## config.mk

```make
export PLATFORM = sky130hd
export DESIGN_NAME = alu_core
export DESIGN_NICKNAME = d
export VERILOG_FILES = /design/src/alu_core_pkg.sv /design/src/alu_core.sv
export SDC_FILE = /design/constraint.sdc
export NUM_CORES = 1
export LEC_CHECK = 0
export ABC_AREA = 1
export BUFFER_PORTS_ARGS = -buffer_cell sky130_fd_sc_hd__buf_4
export CORE_ASPECT_RATIO = 2
export CORE_MARGIN = 2
export CORE_UTILIZATION = 35
export CTS_CLUSTER_SIZE = 25
export DETAILED_ROUTE_END_ITERATION = 8
export PLACE_DENSITY_LB_ADDON = 0.3
export SETUP_SLACK_MARGIN = 0.05
export SLEW_MARGIN = 20
export SYNTH_ARGS = -nofsm -noshare
export SYNTH_HDL_FRONTEND = slang
export SYNTH_SLANG_ARGS = --single-unit
```

## constraint.sdc

```tcl
create_clock -name hclk -period 10.8 [get_ports hclk]
set_input_delay 1.08 -clock hclk [delete_from_list [all_inputs] [get_ports hclk]]
set_output_delay 1.08 -clock hclk [all_outputs]
set_load 0.01 [all_outputs]
```

## src/alu_core_pkg.sv

```systemverilog
// Purpose: Constants and types for the ALU flag and operand address core.
// Assumes: One core clock, AHB-Lite register access, 32-bit word registers.
// Notes: Register offsets are byte addresses on the AHB-Lite slave.
`default_nettype none

package alu_core_pkg;

  // ==========================================================
  // Register map (AHB-Lite byte offsets)
  localparam logic [7:0] OFS_FLAGS = 8'h00;
  localparam logic [7:0] OFS_ACCUM = 8'h04;
  localparam logic [7:0] OFS_BANK = 8'h08;
  localparam logic [7:0] OFS_PTR0 = 8'h0C;
  localparam logic [7:0] OFS_PTR1 = 8'h10;
  localparam logic [7:0] OFS_PTR2 = 8'h14;
  localparam logic [7:0] OFS_MODE = 8'h18;

  // ==========================================================
  // Reset values
  localparam logic [4:0] RST_FLAGS = 5'h00;
  localparam logic [7:0] RST_ACCUM = 8'h00;
  localparam logic [3:0] RST_BANK = 4'h0;
  localparam logic [11:0] RST_PTR = 12'h000;

  // ==========================================================
  // Flag bit positions inside the implemented five bits
  localparam int FLAG_NEG = 4;
  localparam int FLAG_OVF = 3;
  localparam int FLAG_ZERO = 2;
  localparam int FLAG_HALF = 1;
  localparam int FLAG_CARRY = 0;

  // ==========================================================
  // Data memory map points
  localparam logic [11:0] FLAGS_DATA_ADDR = 12'hFD8;
  localparam logic [7:0] ACCESS_SPLIT = 8'h60;
  localparam logic [3:0] ACCESS_LOW_BANK = 4'h0;
  localparam logic [3:0] ACCESS_HIGH_BANK = 4'hF;
  localparam logic [1:0] INDEX_PTR = 2'h2;

  // ==========================================================
  // Operations
  typedef enum logic [3:0] {
    add_accum_file_op = 4'h0,
    add_literal_op = 4'h1,
    literal_minus_accum_op = 4'h2,
    file_minus_accum_op = 4'h3,
    rotate_left_op = 4'h4,
    rotate_right_op = 4'h5,
    register_clear_op = 4'h6,
    bit_clear_op = 4'h7,
    bit_set_op = 4'h8,
    nibble_swap_op = 4'h9,
    accum_to_file_op = 4'hA,
    file_to_file_move_op = 4'hB,
    and_accum_file_op = 4'hC,
    move_literal_op = 4'hD,
    jump_op = 4'hE,
    no_op = 4'hF
  } alu_op_t;

  // Operand addressing of the file operand
  typedef enum logic [2:0] {
    direct_mode = 3'h0,
    indirect_operand_alias = 3'h1,
    pointer_after_increment = 3'h2,
    pointer_after_decrement = 3'h3,
    pointer_before_increment = 3'h4,
    pointer_plus_accumulator = 3'h5
  } addr_mode_t;

endpackage : alu_core_pkg

`default_nettype wire

```

## src/alu_core.sv

```systemverilog
// Purpose: ALU condition flags, operand addressing and write-back steering.
// Assumes: The file operand arrives combinationally for data_addr.
// Notes: One commit per exec_valid cycle; zero-wait AHB-Lite, OKAY only.
`default_nettype none

module alu_core (
  input wire logic hclk,
  input wire logic hresetn,
  // AHB-Lite slave
  input wire logic hsel,
  input wire logic [31:0] haddr,
  input wire logic [1:0] htrans,
  input wire logic hwrite,
  input wire logic [2:0] hsize,
  input wire logic [31:0] hwdata,
  input wire logic hready,
  output logic hreadyout,
  output logic [31:0] hrdata,
  output logic hresp,
  // Instruction issue
  input wire logic exec_valid,
  input wire logic [3:0] exec_op,
  input wire logic [2:0] exec_mode,
  input wire logic [1:0] ptr_sel,
  input wire logic [7:0] file_addr,
  input wire logic access_sel,
  input wire logic dest_sel,
  input wire logic [7:0] literal,
  input wire logic [2:0] bit_sel,
  input wire logic [11:0] full_src_addr,
  input wire logic [11:0] full_dst_addr,
  input wire logic [19:0] prog_target,
  input wire logic extended_isa_enable,
  // Data memory side
  output logic [11:0] data_addr,
  input wire logic [7:0] file_data_in,
  output logic wb_valid,
  output logic [11:0] wb_addr,
  output logic [7:0] wb_data,
  output logic jump_valid,
  output logic [19:0] jump_target,
  output logic [7:0] accum_out,
  output logic [4:0] flags_out
);

  // ==========================================================
  // State
  typedef struct packed {
    logic [4:0] flags;
    logic [7:0] acc;
    logic [3:0] bank;
    logic [2:0][11:0] ptr;
    logic wb_valid;
    logic [11:0] wb_addr;
    logic [7:0] wb_data;
    logic jump_valid;
    logic [19:0] jump_target;
    logic bus_wr;
    logic [7:0] bus_addr;
    logic [31:0] rdata;
  } state_t;

  state_t cur;
  state_t next_cur;

  alu_core_pkg::alu_op_t op;
  alu_core_pkg::addr_mode_t mode;
  assign op = alu_core_pkg::alu_op_t'(exec_op);
  assign mode = alu_core_pkg::addr_mode_t'(exec_mode);

  // ==========================================================
  // Operand address forming
  logic [11:0] sel_ptr;
  logic [11:0] acc_offset;
  logic [11:0] ind_addr;
  logic [11:0] step_ptr;
  logic step_en;
  logic [11:0] dir_addr;
  logic indexed;

  always_comb begin
    sel_ptr = cur.ptr[ptr_sel];
    acc_offset = {{4{cur.acc[7]}}, cur.acc};
    case (mode)
      alu_core_pkg::pointer_before_increment: begin
        ind_addr = sel_ptr + 12'h001;
      end
      alu_core_pkg::pointer_plus_accumulator: begin
        ind_addr = sel_ptr + acc_offset;
      end
      default: begin
        ind_addr = sel_ptr;
      end
    endcase
    case (mode)
      alu_core_pkg::pointer_after_increment: begin
        step_ptr = sel_ptr + 12'h001;
        step_en = 1'b1;
      end
      alu_core_pkg::pointer_after_decrement: begin
        step_ptr = sel_ptr - 12'h001;
        step_en = 1'b1;
      end
      alu_core_pkg::pointer_before_increment: begin
        step_ptr = sel_ptr + 12'h001;
        step_en = 1'b1;
      end
      default: begin
        step_ptr = sel_ptr;
        step_en = 1'b0;
      end
    endcase
    indexed = extended_isa_enable && !access_sel &&
              (file_addr < alu_core_pkg::ACCESS_SPLIT);
    if (access_sel) begin
      dir_addr = {cur.bank, file_addr};
    end else if (indexed) begin
      dir_addr = cur.ptr[alu_core_pkg::INDEX_PTR] + {4'h0, file_addr};
    end else if (file_addr < alu_core_pkg::ACCESS_SPLIT) begin
      dir_addr = {alu_core_pkg::ACCESS_LOW_BANK, file_addr};
    end else begin
      dir_addr = {alu_core_pkg::ACCESS_HIGH_BANK, file_addr};
    end
    if (op == alu_core_pkg::file_to_file_move_op) begin
      data_addr = full_src_addr;
    end else if (mode == alu_core_pkg::direct_mode) begin
      data_addr = dir_addr;
    end else begin
      data_addr = ind_addr;
    end
  end

  // ==========================================================
  // Arithmetic and flags
  logic [7:0] opnd;
  logic [7:0] addend_a;
  logic [7:0] addend_b;
  logic add_cin;
  logic [8:0] sum;
  logic [4:0] low_sum;
  logic [7:0] result;
  logic [4:0] calc_flags;
  logic affects;
  logic to_file;
  logic writes;
  logic [11:0] dst_addr;

  always_comb begin
    // Flag register reads back through the core itself
    opnd = (data_addr == alu_core_pkg::FLAGS_DATA_ADDR) ?
           {3'h0, cur.flags} : file_data_in;
    case (op)
      alu_core_pkg::add_literal_op: begin
        addend_a = cur.acc;
        addend_b = literal;
        add_cin = 1'b0;
      end
      alu_core_pkg::literal_minus_accum_op: begin
        addend_a = literal;
        addend_b = ~cur.acc;
        add_cin = 1'b1;
      end
      alu_core_pkg::file_minus_accum_op: begin
        addend_a = opnd;
        addend_b = ~cur.acc;
        add_cin = 1'b1;
      end
      default: begin
        addend_a = opnd;
        addend_b = cur.acc;
        add_cin = 1'b0;
      end
    endcase
    sum = {1'b0, addend_a} + {1'b0, addend_b} + {8'h00, add_cin};
    low_sum = {1'b0, addend_a[3:0]} + {1'b0, addend_b[3:0]} +
              {4'h0, add_cin};
    calc_flags = cur.flags;
    affects = 1'b0;
    to_file = dest_sel;
    writes = 1'b1;
    result = opnd;
    case (op)
      alu_core_pkg::add_accum_file_op,
      alu_core_pkg::add_literal_op,
      alu_core_pkg::literal_minus_accum_op,
      alu_core_pkg::file_minus_accum_op: begin
        result = sum[7:0];
        affects = 1'b1;
        calc_flags[alu_core_pkg::FLAG_HALF] = low_sum[4];
        calc_flags[alu_core_pkg::FLAG_CARRY] = sum[8];
        calc_flags[alu_core_pkg::FLAG_OVF] =
          (addend_a[7] == addend_b[7]) && (sum[7] != addend_a[7]);
        if (op == alu_core_pkg::add_literal_op ||
            op == alu_core_pkg::literal_minus_accum_op) begin
          to_file = 1'b0;
        end
      end
      alu_core_pkg::rotate_left_op: begin
        result = {opnd[6:0], cur.flags[alu_core_pkg::FLAG_CARRY]};
        affects = 1'b1;
        calc_flags[alu_core_pkg::FLAG_HALF] = opnd[3];
        calc_flags[alu_core_pkg::FLAG_CARRY] = opnd[7];
      end
      alu_core_pkg::rotate_right_op: begin
        result = {cur.flags[alu_core_pkg::FLAG_CARRY], opnd[7:1]};
        affects = 1'b1;
        calc_flags[alu_core_pkg::FLAG_HALF] = opnd[4];
        calc_flags[alu_core_pkg::FLAG_CARRY] = opnd[0];
      end
      alu_core_pkg::register_clear_op: begin
        result = 8'h00;
        affects = 1'b1;
        to_file = 1'b1;
      end
      alu_core_pkg::and_accum_file_op: begin
        result = opnd & cur.acc;
        affects = 1'b1;
      end
      alu_core_pkg::bit_clear_op: begin
        result = opnd & ~(8'h01 << bit_sel);
        to_file = 1'b1;
      end
      alu_core_pkg::bit_set_op: begin
        result = opnd | (8'h01 << bit_sel);
        to_file = 1'b1;
      end
      alu_core_pkg::nibble_swap_op: begin
        result = {opnd[3:0], opnd[7:4]};
      end
      alu_core_pkg::accum_to_file_op: begin
        result = cur.acc;
        to_file = 1'b1;
      end
      alu_core_pkg::file_to_file_move_op: begin
        to_file = 1'b1;
      end
      alu_core_pkg::move_literal_op: begin
        result = literal;
        to_file = 1'b0;
      end
      default: begin
        writes = 1'b0;
      end
    endcase
    if (affects) begin
      // negative from msb, clear keeps it
      if (op != alu_core_pkg::register_clear_op)
        calc_flags[alu_core_pkg::FLAG_NEG] = result[7];
      calc_flags[alu_core_pkg::FLAG_ZERO] = (result == 8'h00);
    end
    dst_addr = (op == alu_core_pkg::file_to_file_move_op) ?
               full_dst_addr : data_addr;
  end

  // ==========================================================
  // Commit and bus
  logic addr_phase;
  logic [7:0] ofs;
  assign addr_phase = hsel && htrans[1] && hready;
  assign ofs = haddr[7:0];

  always_comb begin
    next_cur = cur;
    next_cur.wb_valid = 1'b0;
    next_cur.jump_valid = 1'b0;
    next_cur.bus_wr = addr_phase && hwrite && (hsize == 3'h2);
    next_cur.bus_addr = ofs;
    // Bus writes land first; a committing instruction overrides them
    if (cur.bus_wr) begin
      case (cur.bus_addr)
        alu_core_pkg::OFS_FLAGS: next_cur.flags = hwdata[4:0];
        alu_core_pkg::OFS_ACCUM: next_cur.acc = hwdata[7:0];
        alu_core_pkg::OFS_BANK: next_cur.bank = hwdata[3:0];
        alu_core_pkg::OFS_PTR0: next_cur.ptr[0] = hwdata[11:0];
        alu_core_pkg::OFS_PTR1: next_cur.ptr[1] = hwdata[11:0];
        alu_core_pkg::OFS_PTR2: next_cur.ptr[2] = hwdata[11:0];
        default: ;
      endcase
    end
    if (exec_valid) begin
      if (mode != alu_core_pkg::direct_mode && step_en &&
          op != alu_core_pkg::file_to_file_move_op) begin
        next_cur.ptr[ptr_sel] = step_ptr;
      end
      next_cur.flags = calc_flags;
      if (op == alu_core_pkg::jump_op) begin
        next_cur.jump_valid = 1'b1;
        next_cur.jump_target = prog_target;
      end else if (writes && !to_file) begin
        next_cur.acc = result;
      end else if (writes) begin
        if (dst_addr == alu_core_pkg::FLAGS_DATA_ADDR) begin
          if (!affects) begin
            next_cur.flags = result[4:0];
          end
        end else begin
          next_cur.wb_valid = 1'b1;
          next_cur.wb_addr = dst_addr;
          next_cur.wb_data = result;
        end
      end
    end
    case (ofs)
      alu_core_pkg::OFS_FLAGS: next_cur.rdata = {27'h0, cur.flags};
      alu_core_pkg::OFS_ACCUM: next_cur.rdata = {24'h0, cur.acc};
      alu_core_pkg::OFS_BANK: next_cur.rdata = {28'h0, cur.bank};
      alu_core_pkg::OFS_PTR0: next_cur.rdata = {20'h0, cur.ptr[0]};
      alu_core_pkg::OFS_PTR1: next_cur.rdata = {20'h0, cur.ptr[1]};
      alu_core_pkg::OFS_PTR2: next_cur.rdata = {20'h0, cur.ptr[2]};
      alu_core_pkg::OFS_MODE: next_cur.rdata = {31'h0, extended_isa_enable};
      default: next_cur.rdata = 32'h0;
    endcase
    if (!(addr_phase && !hwrite)) begin
      next_cur.rdata = cur.rdata;
    end
  end

  always_ff @(posedge hclk or negedge hresetn) begin
    if (!hresetn) begin
      cur <= '0;
      cur.flags <= alu_core_pkg::RST_FLAGS;
      cur.acc <= alu_core_pkg::RST_ACCUM;
      cur.bank <= alu_core_pkg::RST_BANK;
      cur.ptr <= {3{alu_core_pkg::RST_PTR}};
    end else begin
      cur <= next_cur;
    end
  end

  assign hreadyout = 1'b1;
  assign hresp = 1'b0;
  assign hrdata = cur.rdata;
  assign wb_valid = cur.wb_valid;
  assign wb_addr = cur.wb_addr;
  assign wb_data = cur.wb_data;
  assign jump_valid = cur.jump_valid;
  assign jump_target = cur.jump_target;
  assign accum_out = cur.acc;
  assign flags_out = cur.flags;

endmodule : alu_core

`default_nettype wire

```

After elaboration in Yosys (flattened, before gate mapping)
Index checks and enable logic that the tools add are counted.
{ "word_totals": {"word_cells": 155, "register_bits": 136, "out_inout_bits": 101, "latch_bits": 0, "rom_bits": 0, "n_memories": 0, "mem_bits_rw": 0} }
{ "classes": {"n_eq_ne": 36, "n_mux": 50, "n_mul": 0, "n_reduce_logical": 35, "shift": 1, "addsub": 8, "magnitude_cmp": 3, "div": 0, "n_bitwise": 8} }
{ "ops": {"columns": ["op", "count"], "rows": [
  ["$mux W12", 11],
  ["$mux W21", 5],
  ["$pmux W12 S7", 1],
  ["$pmux W8 S10", 1],
  ["$mux W78", 1],
  ["$mux W53", 1],
  ["$pmux W12 S2", 2],
  ["$eq A8 B5 Y1 const B", 5],
  ["$bwmux W36", 1],
  ["$mux W36", 1],
  ["$eq A8 B4 Y1 const B", 4],
  ["$pmux W8 S2", 2],
  ["$eq A4 B4 Y1 const B", 7],
  ["$mux W13", 2],
  ["$mux W5", 5],
  ["$bmux W12 S2", 1],
  ["$demux W12 S2", 1],
  ["$eq A12 B12 Y1 const B", 2],
  ["$logic_not A8 Y1", 3],
  ["$mux W8", 3],
  ["$and A8 B8 Y8", 2],
  ["$eq A4 B3 Y1 const B", 4],
  ["$eq A8 B3 Y1 const B", 2],
  ["$not A8 Y8", 2],
  ["other kinds (41)", 72]
]} }

Longest topological paths before layout
{ "depth": {"word_depth": 21, "ltp_mapped": 49} }

Worst setup path before layout
OpenSTA, ideal clock, no wires.
{ "synth_path": {"kind": "input port to flip-flop", "start": "input port ptr_sel[0]", "end": "register cur, in the netlist flags_out[2]", "path_slack_ns": 5.097, "arrival_ns": 5.586, "setup_time_ns": 0.116, "path_buffers": 1, "path_stages": 46, "path_cell_list": "buf_6 nor2_8 nand2_1 nand3_2 ha_1 inv_1 fa_1 nor2_1 a21oi_1 nand2_1 nand2_1 nand2_1 nor2_1 nand2_1 nor2_1 nand2_1 inv_1 nand2_2 (+10 left out) nand2_1 inv_1 nor2_1 nor2_1 o21ai_0 nand3_1 o2111ai_1 inv_1 nand2_1 nor2_1 a21oi_1 nor2_1 nand2_1 nor2_1 nand2_1 nand2_1 nand2_1 nand2_1"} }
{ "synth_via": {"elab_chain_len": 20, "word_cells_on_any_way": 26, "cone_classes": "add/sub: 4; eq/ne: 2; mux: 16; bitwise: 3; reduce/logical: 1"} }
{ "synth_rtl": {"columns": ["item", "line", "rtl"], "rows": [
  ["start, declared", "alu_core.sv:24", "input wire logic [1:0] ptr_sel,"],
  ["$bmux W12 S2 (*)", "alu_core.sv:82", "sel_ptr = cur.ptr[ptr_sel];"],
  ["$mux W12 (implied by the code) (*)", "alu_core.sv:82", null],
  ["$add A12 B12 Y12 / $add A12 B1 Y12 (equally long branches)", "alu_core.sv:89, alu_core.sv:86", null],
  ["$pmux W12 S2 (*)", "alu_core.sv:84", "case (mode)"],
  ["$mux W12 (*)", "alu_core.sv:126", "end else if (mode == alu_core_pkg::direct_mode) begin"],
  ["$mux W12 (*)", "alu_core.sv:124", "if (op == alu_core_pkg::file_to_file_move_op) begin"],
  ["$eq A12 B12 Y1", "alu_core.sv:150", "opnd = (data_addr == alu_core_pkg::FLAGS_DATA_ADDR) ?"],
  ["$mux W8", "alu_core.sv:150", null],
  ["(+4 left out)", null, null],
  ["$logic_not A8 Y1", "alu_core.sv:249", "calc_flags[alu_core_pkg::FLAG_ZERO] = (result == 8'h00);"],
  ["$mux W1", "alu_core.sv:245", "if (affects) begin"],
  ["$mux W5", "alu_core.sv:293", "if (!affects) begin"],
  ["$mux W5", "alu_core.sv:292", "if (dst_addr == alu_core_pkg::FLAGS_DATA_ADDR) begin"],
  ["$mux W5", "alu_core.sv:291", "end else if (writes) begin"],
  ["$mux W5", "alu_core.sv:289", "end else if (writes && !to_file) begin"],
  ["$mux W13 (*)", "alu_core.sv:286", "if (op == alu_core_pkg::jump_op) begin"],
  ["$mux W13 (*)", "alu_core.sv:280", "if (exec_valid) begin"],
  ["end signal, assigned", "alu_core.sv:326", "cur <= next_cur;"],
  ["end, declared", "alu_core.sv:63", "state_t cur;"]
]} }
Every way passes the cells marked *; elsewhere a longest branch is shown, timed or not. The select of a mux whose other input is x is not followed.
A chain may end at the register's enable or synchronous reset.

Worst setup path in the final report
{ "layout_path": {"start": "input port ptr_sel[1]", "end": "register cur, in the netlist flags_out[2]"} }
Same word-level chain as after synthesis.

==> results.toml <==
[outcome]
status = "completed"

[routing]
drc_errors = 0
ant_nets = 0
vias_per_cell = 5.43
drtIter0Drc = 1058
wl_per_cell_um = 21.2
route.vias.total = 11700
first_pass_iters = 7
wl_mm = 45.7

[global_routing]
grt_pass1_vias = 11600
grt_antenna_before_repair = 0
grt_overflow_total = 0
grt_first_pass_wirelength_mm = 67.0
grt.total_usage_pct = 28.2
grt_max_degree = 60

[hold_path]
hold_class = "reg -> reg"

[sta]
worst_pin_slew_ps = 1060
fin_tns_setup_ps = 0
rsz0062_at_grt = "no"
min_period_ps = 7040
drv_slew = 0
final_hold_viol_count = 0
fin_crit_sh_pct = 65.2
fin_skew_ps = 11.4
setup_ws_ps = 3760
clock.fmax_mhz = 142
slew_headroom_pct = 29.2
setup_viol = 0

[worst_setup_path]
cp-end-kind = "flop"
cpMostUsedCell = "nand2_1"
cp_num_buf_inv = 7
critPathRequiredTime_ps = 11130
slowest_stage = "fa_1"
cp-start-kind = "input pin"
cp_top_family = "simple AND/OR/NAND/NOR gates"
cp.arrival_ps = 7370
critPathKind = "in -> reg"
slowest_delay_ps = 510
path_max_fanout = 18

[logic_synthesis]
synth_enable_flop_cells = 0
synth_seq_cells = 116
ys_top_cells_by_area = "dfrtp_1, nand2_1, inv_1"
synth-seq-area-share_pct = 27.1
ys_async_sr_fraction_pct = 100
synth_flop_cell = "dfrtp_1"
avgSynthCellArea_um2 = 6.44
netlist.area_leader.share_pct = 27.1
netlist_instances = 1663
netlist_area_um2 = 10700
synth.distinct_cells = 52
yosys_warnings = 0
synthTopCellsByCount = "nand2_1, inv_1, nand3_1"
yosys.area.top_type = "dfrtp_1"
yosysMostFrequentCell = "nand2_1"

[power]
p_int_w = 0.00117
p_per_area_nw_per_um2 = 168
combPwrFrac_pct = 43.4
p_clk_share_pct = 26.6
power_frac_seq_pct = 30.0
p_switching_w = 0.000926
irDropWorstVdd_v = 0.000126
swShare_pct = 44.3
leakagePower_nw = 6.41
power_w = 0.00209

[finish]
finalNetCount = 1962
utilization_pct = 41.1
diodes = 0
layout-drive-gt1-share_pct = 16.5
area_growth_pct = 15.9

[placement]
gp_congestion = 0.981
hpwlAfterDp_mm = 36.8
io_buffers = 191
pre_cts_slack_ps = 3530

[cts]
clk_latency_ps = 440
path_clk_slew_ps = 60
post-cts-setup-buffers = 0
postCtsHoldBufs = 0
tritoncts = "built"
cts_max_level = 4
cts_sinks = 116
ctsResizeCount = 0
clock-root-buffer = "clkbuf_16"
cts_buffers = 17
cts_buffer_depth = 2

[flow_run]
cap_violations = 0

[floorplanning]
dieWidth_um = 128
fp.dieH_um = 251
row_count = 90
die_area_um2 = 32100
pin_count = 259
core_um2 = 30200
start_util_pct = 35.5
-- state kept, by name (all words and copies together), names as in the netlist --
| register | cells |
|---|---|
| flags_out | 5 |
| wb_valid | 1 |
| jump_target | 20 |
| cur | 49 |
| wb_data | 8 |
| hrdata | 12 |
| jump_valid | 1 |
| accum_out | 8 |
| wb_addr | 12 |
-- layout by cell type (no fill, tap or decap), types with 23 or more instances in the layout --
| cell type | instances |
|---|---|
| dfrtp_1 | 116 |
| ha_1 | 28 |
| nand3_2 | 23 |
| inv_1 | 207 |
| nand2_1 | 462 |
| nor2_1 | 147 |
| buf_4 | 197 |
| a21oi_1 | 90 |
| nand3_1 | 155 |
| o21ai_0 | 98 |
-- metal layers --
metal	track usage, %	wire length (µm)	part of all wire [%]
met1	25.2	14300	31
met2	51.5	23800	52
met3	4.07	2130	4.7
met4	28.8	5430	12
met5	0	0	0
-- worst register-to-register path: cells and delay by family, from the launching register on --
| kind | cells | cell delay [ps] |
|---|---|---|
| buffers and inverters | 4 | 220 |
| AOI/OAI and AO/OA | 6 | 1190 |
| and+or+nand+nor | 29 | 3300 |
| adders and majority gates | 3 | 1140 |
| DFF | 1 | 450 |
-- worst paths after layout --
kind | end | startpoint | cells past startpoint | slack, ps
setup reg to reg | flags_out[2] | cur[113] | 42 | 4430
hold reg to reg | jump_target[15] | jump_target[15] | 2 | 470
hold / removal | jump_target[15] | jump_target[15] | 2 | 470
max in group asynchronous | hrdata[3] | hresetn | 2 | 8760
setup / recovery | flags_out[2] | ptr_sel[1] | 46 | 3760
min in group asynchronous | wb_addr[7] | hresetn | 1 | 720
-- stage by stage --
| stage | hold slack (ps) | instance area [µm²] | instances |
|---|---|---|---|
| 2_1_floorplan | 443 | 10800 | 1683 |
| 3_3_place_gp | 455 | 11800 | 2121 |
| 3_5_place_dp | 460 | 11800 | 2121 |
| 4_1_cts | 474 | 12400 | 2153 |
| 5_1_grt | 487 | 12400 | 2153 |
| 6_report | 469 | 12400 | 2153 |
-- final cells by class --
class | instances | area [µm²]
inverter | 220 | 828
fill | 3277 | 17800
clock inverter | 13 | 123
sequential | 116 | 2900
clock buffer | 19 | 443
multi-input combinational | 1220 | 6180
tap | 368 | 460
timing repair buffer | 197 | 1480
-- power groups by stage --
stage / clock (W) / combinational, W / sequential, W
floorplan: 0 / 0.000631 / 0.000579
global placement: 0 / 0.000884 / 0.000630
detailed placement: 0 / 0.000893 / 0.000632
CTS: 0.000561 / 0.000896 / 0.000625
global route: 0.000578 / 0.00100 / 0.000633
finish: 0.000556 / 0.000907 / 0.000628
-- cells by family (layout without fill, tap and decap cells) --
group / count (synthesis) / after routing / share of synthesized area (%)
DFF: 116 / 116 / 27.1
other: 2 / 22 / 0.0701
adders and majority gates: 32 / 32 / 4.02
muxes: 1 / 1 / 0.105
buffers and inverters: 347 / 449 / 16.0
AOI/OAI and AO/OA: 293 / 293 / 15.9
and+or+nand+nor: 868 / 868 / 36.4
xor gates and xnor gates: 4 / 4 / 0.327
Note: power is estimated with default switching activity, not from simulation.
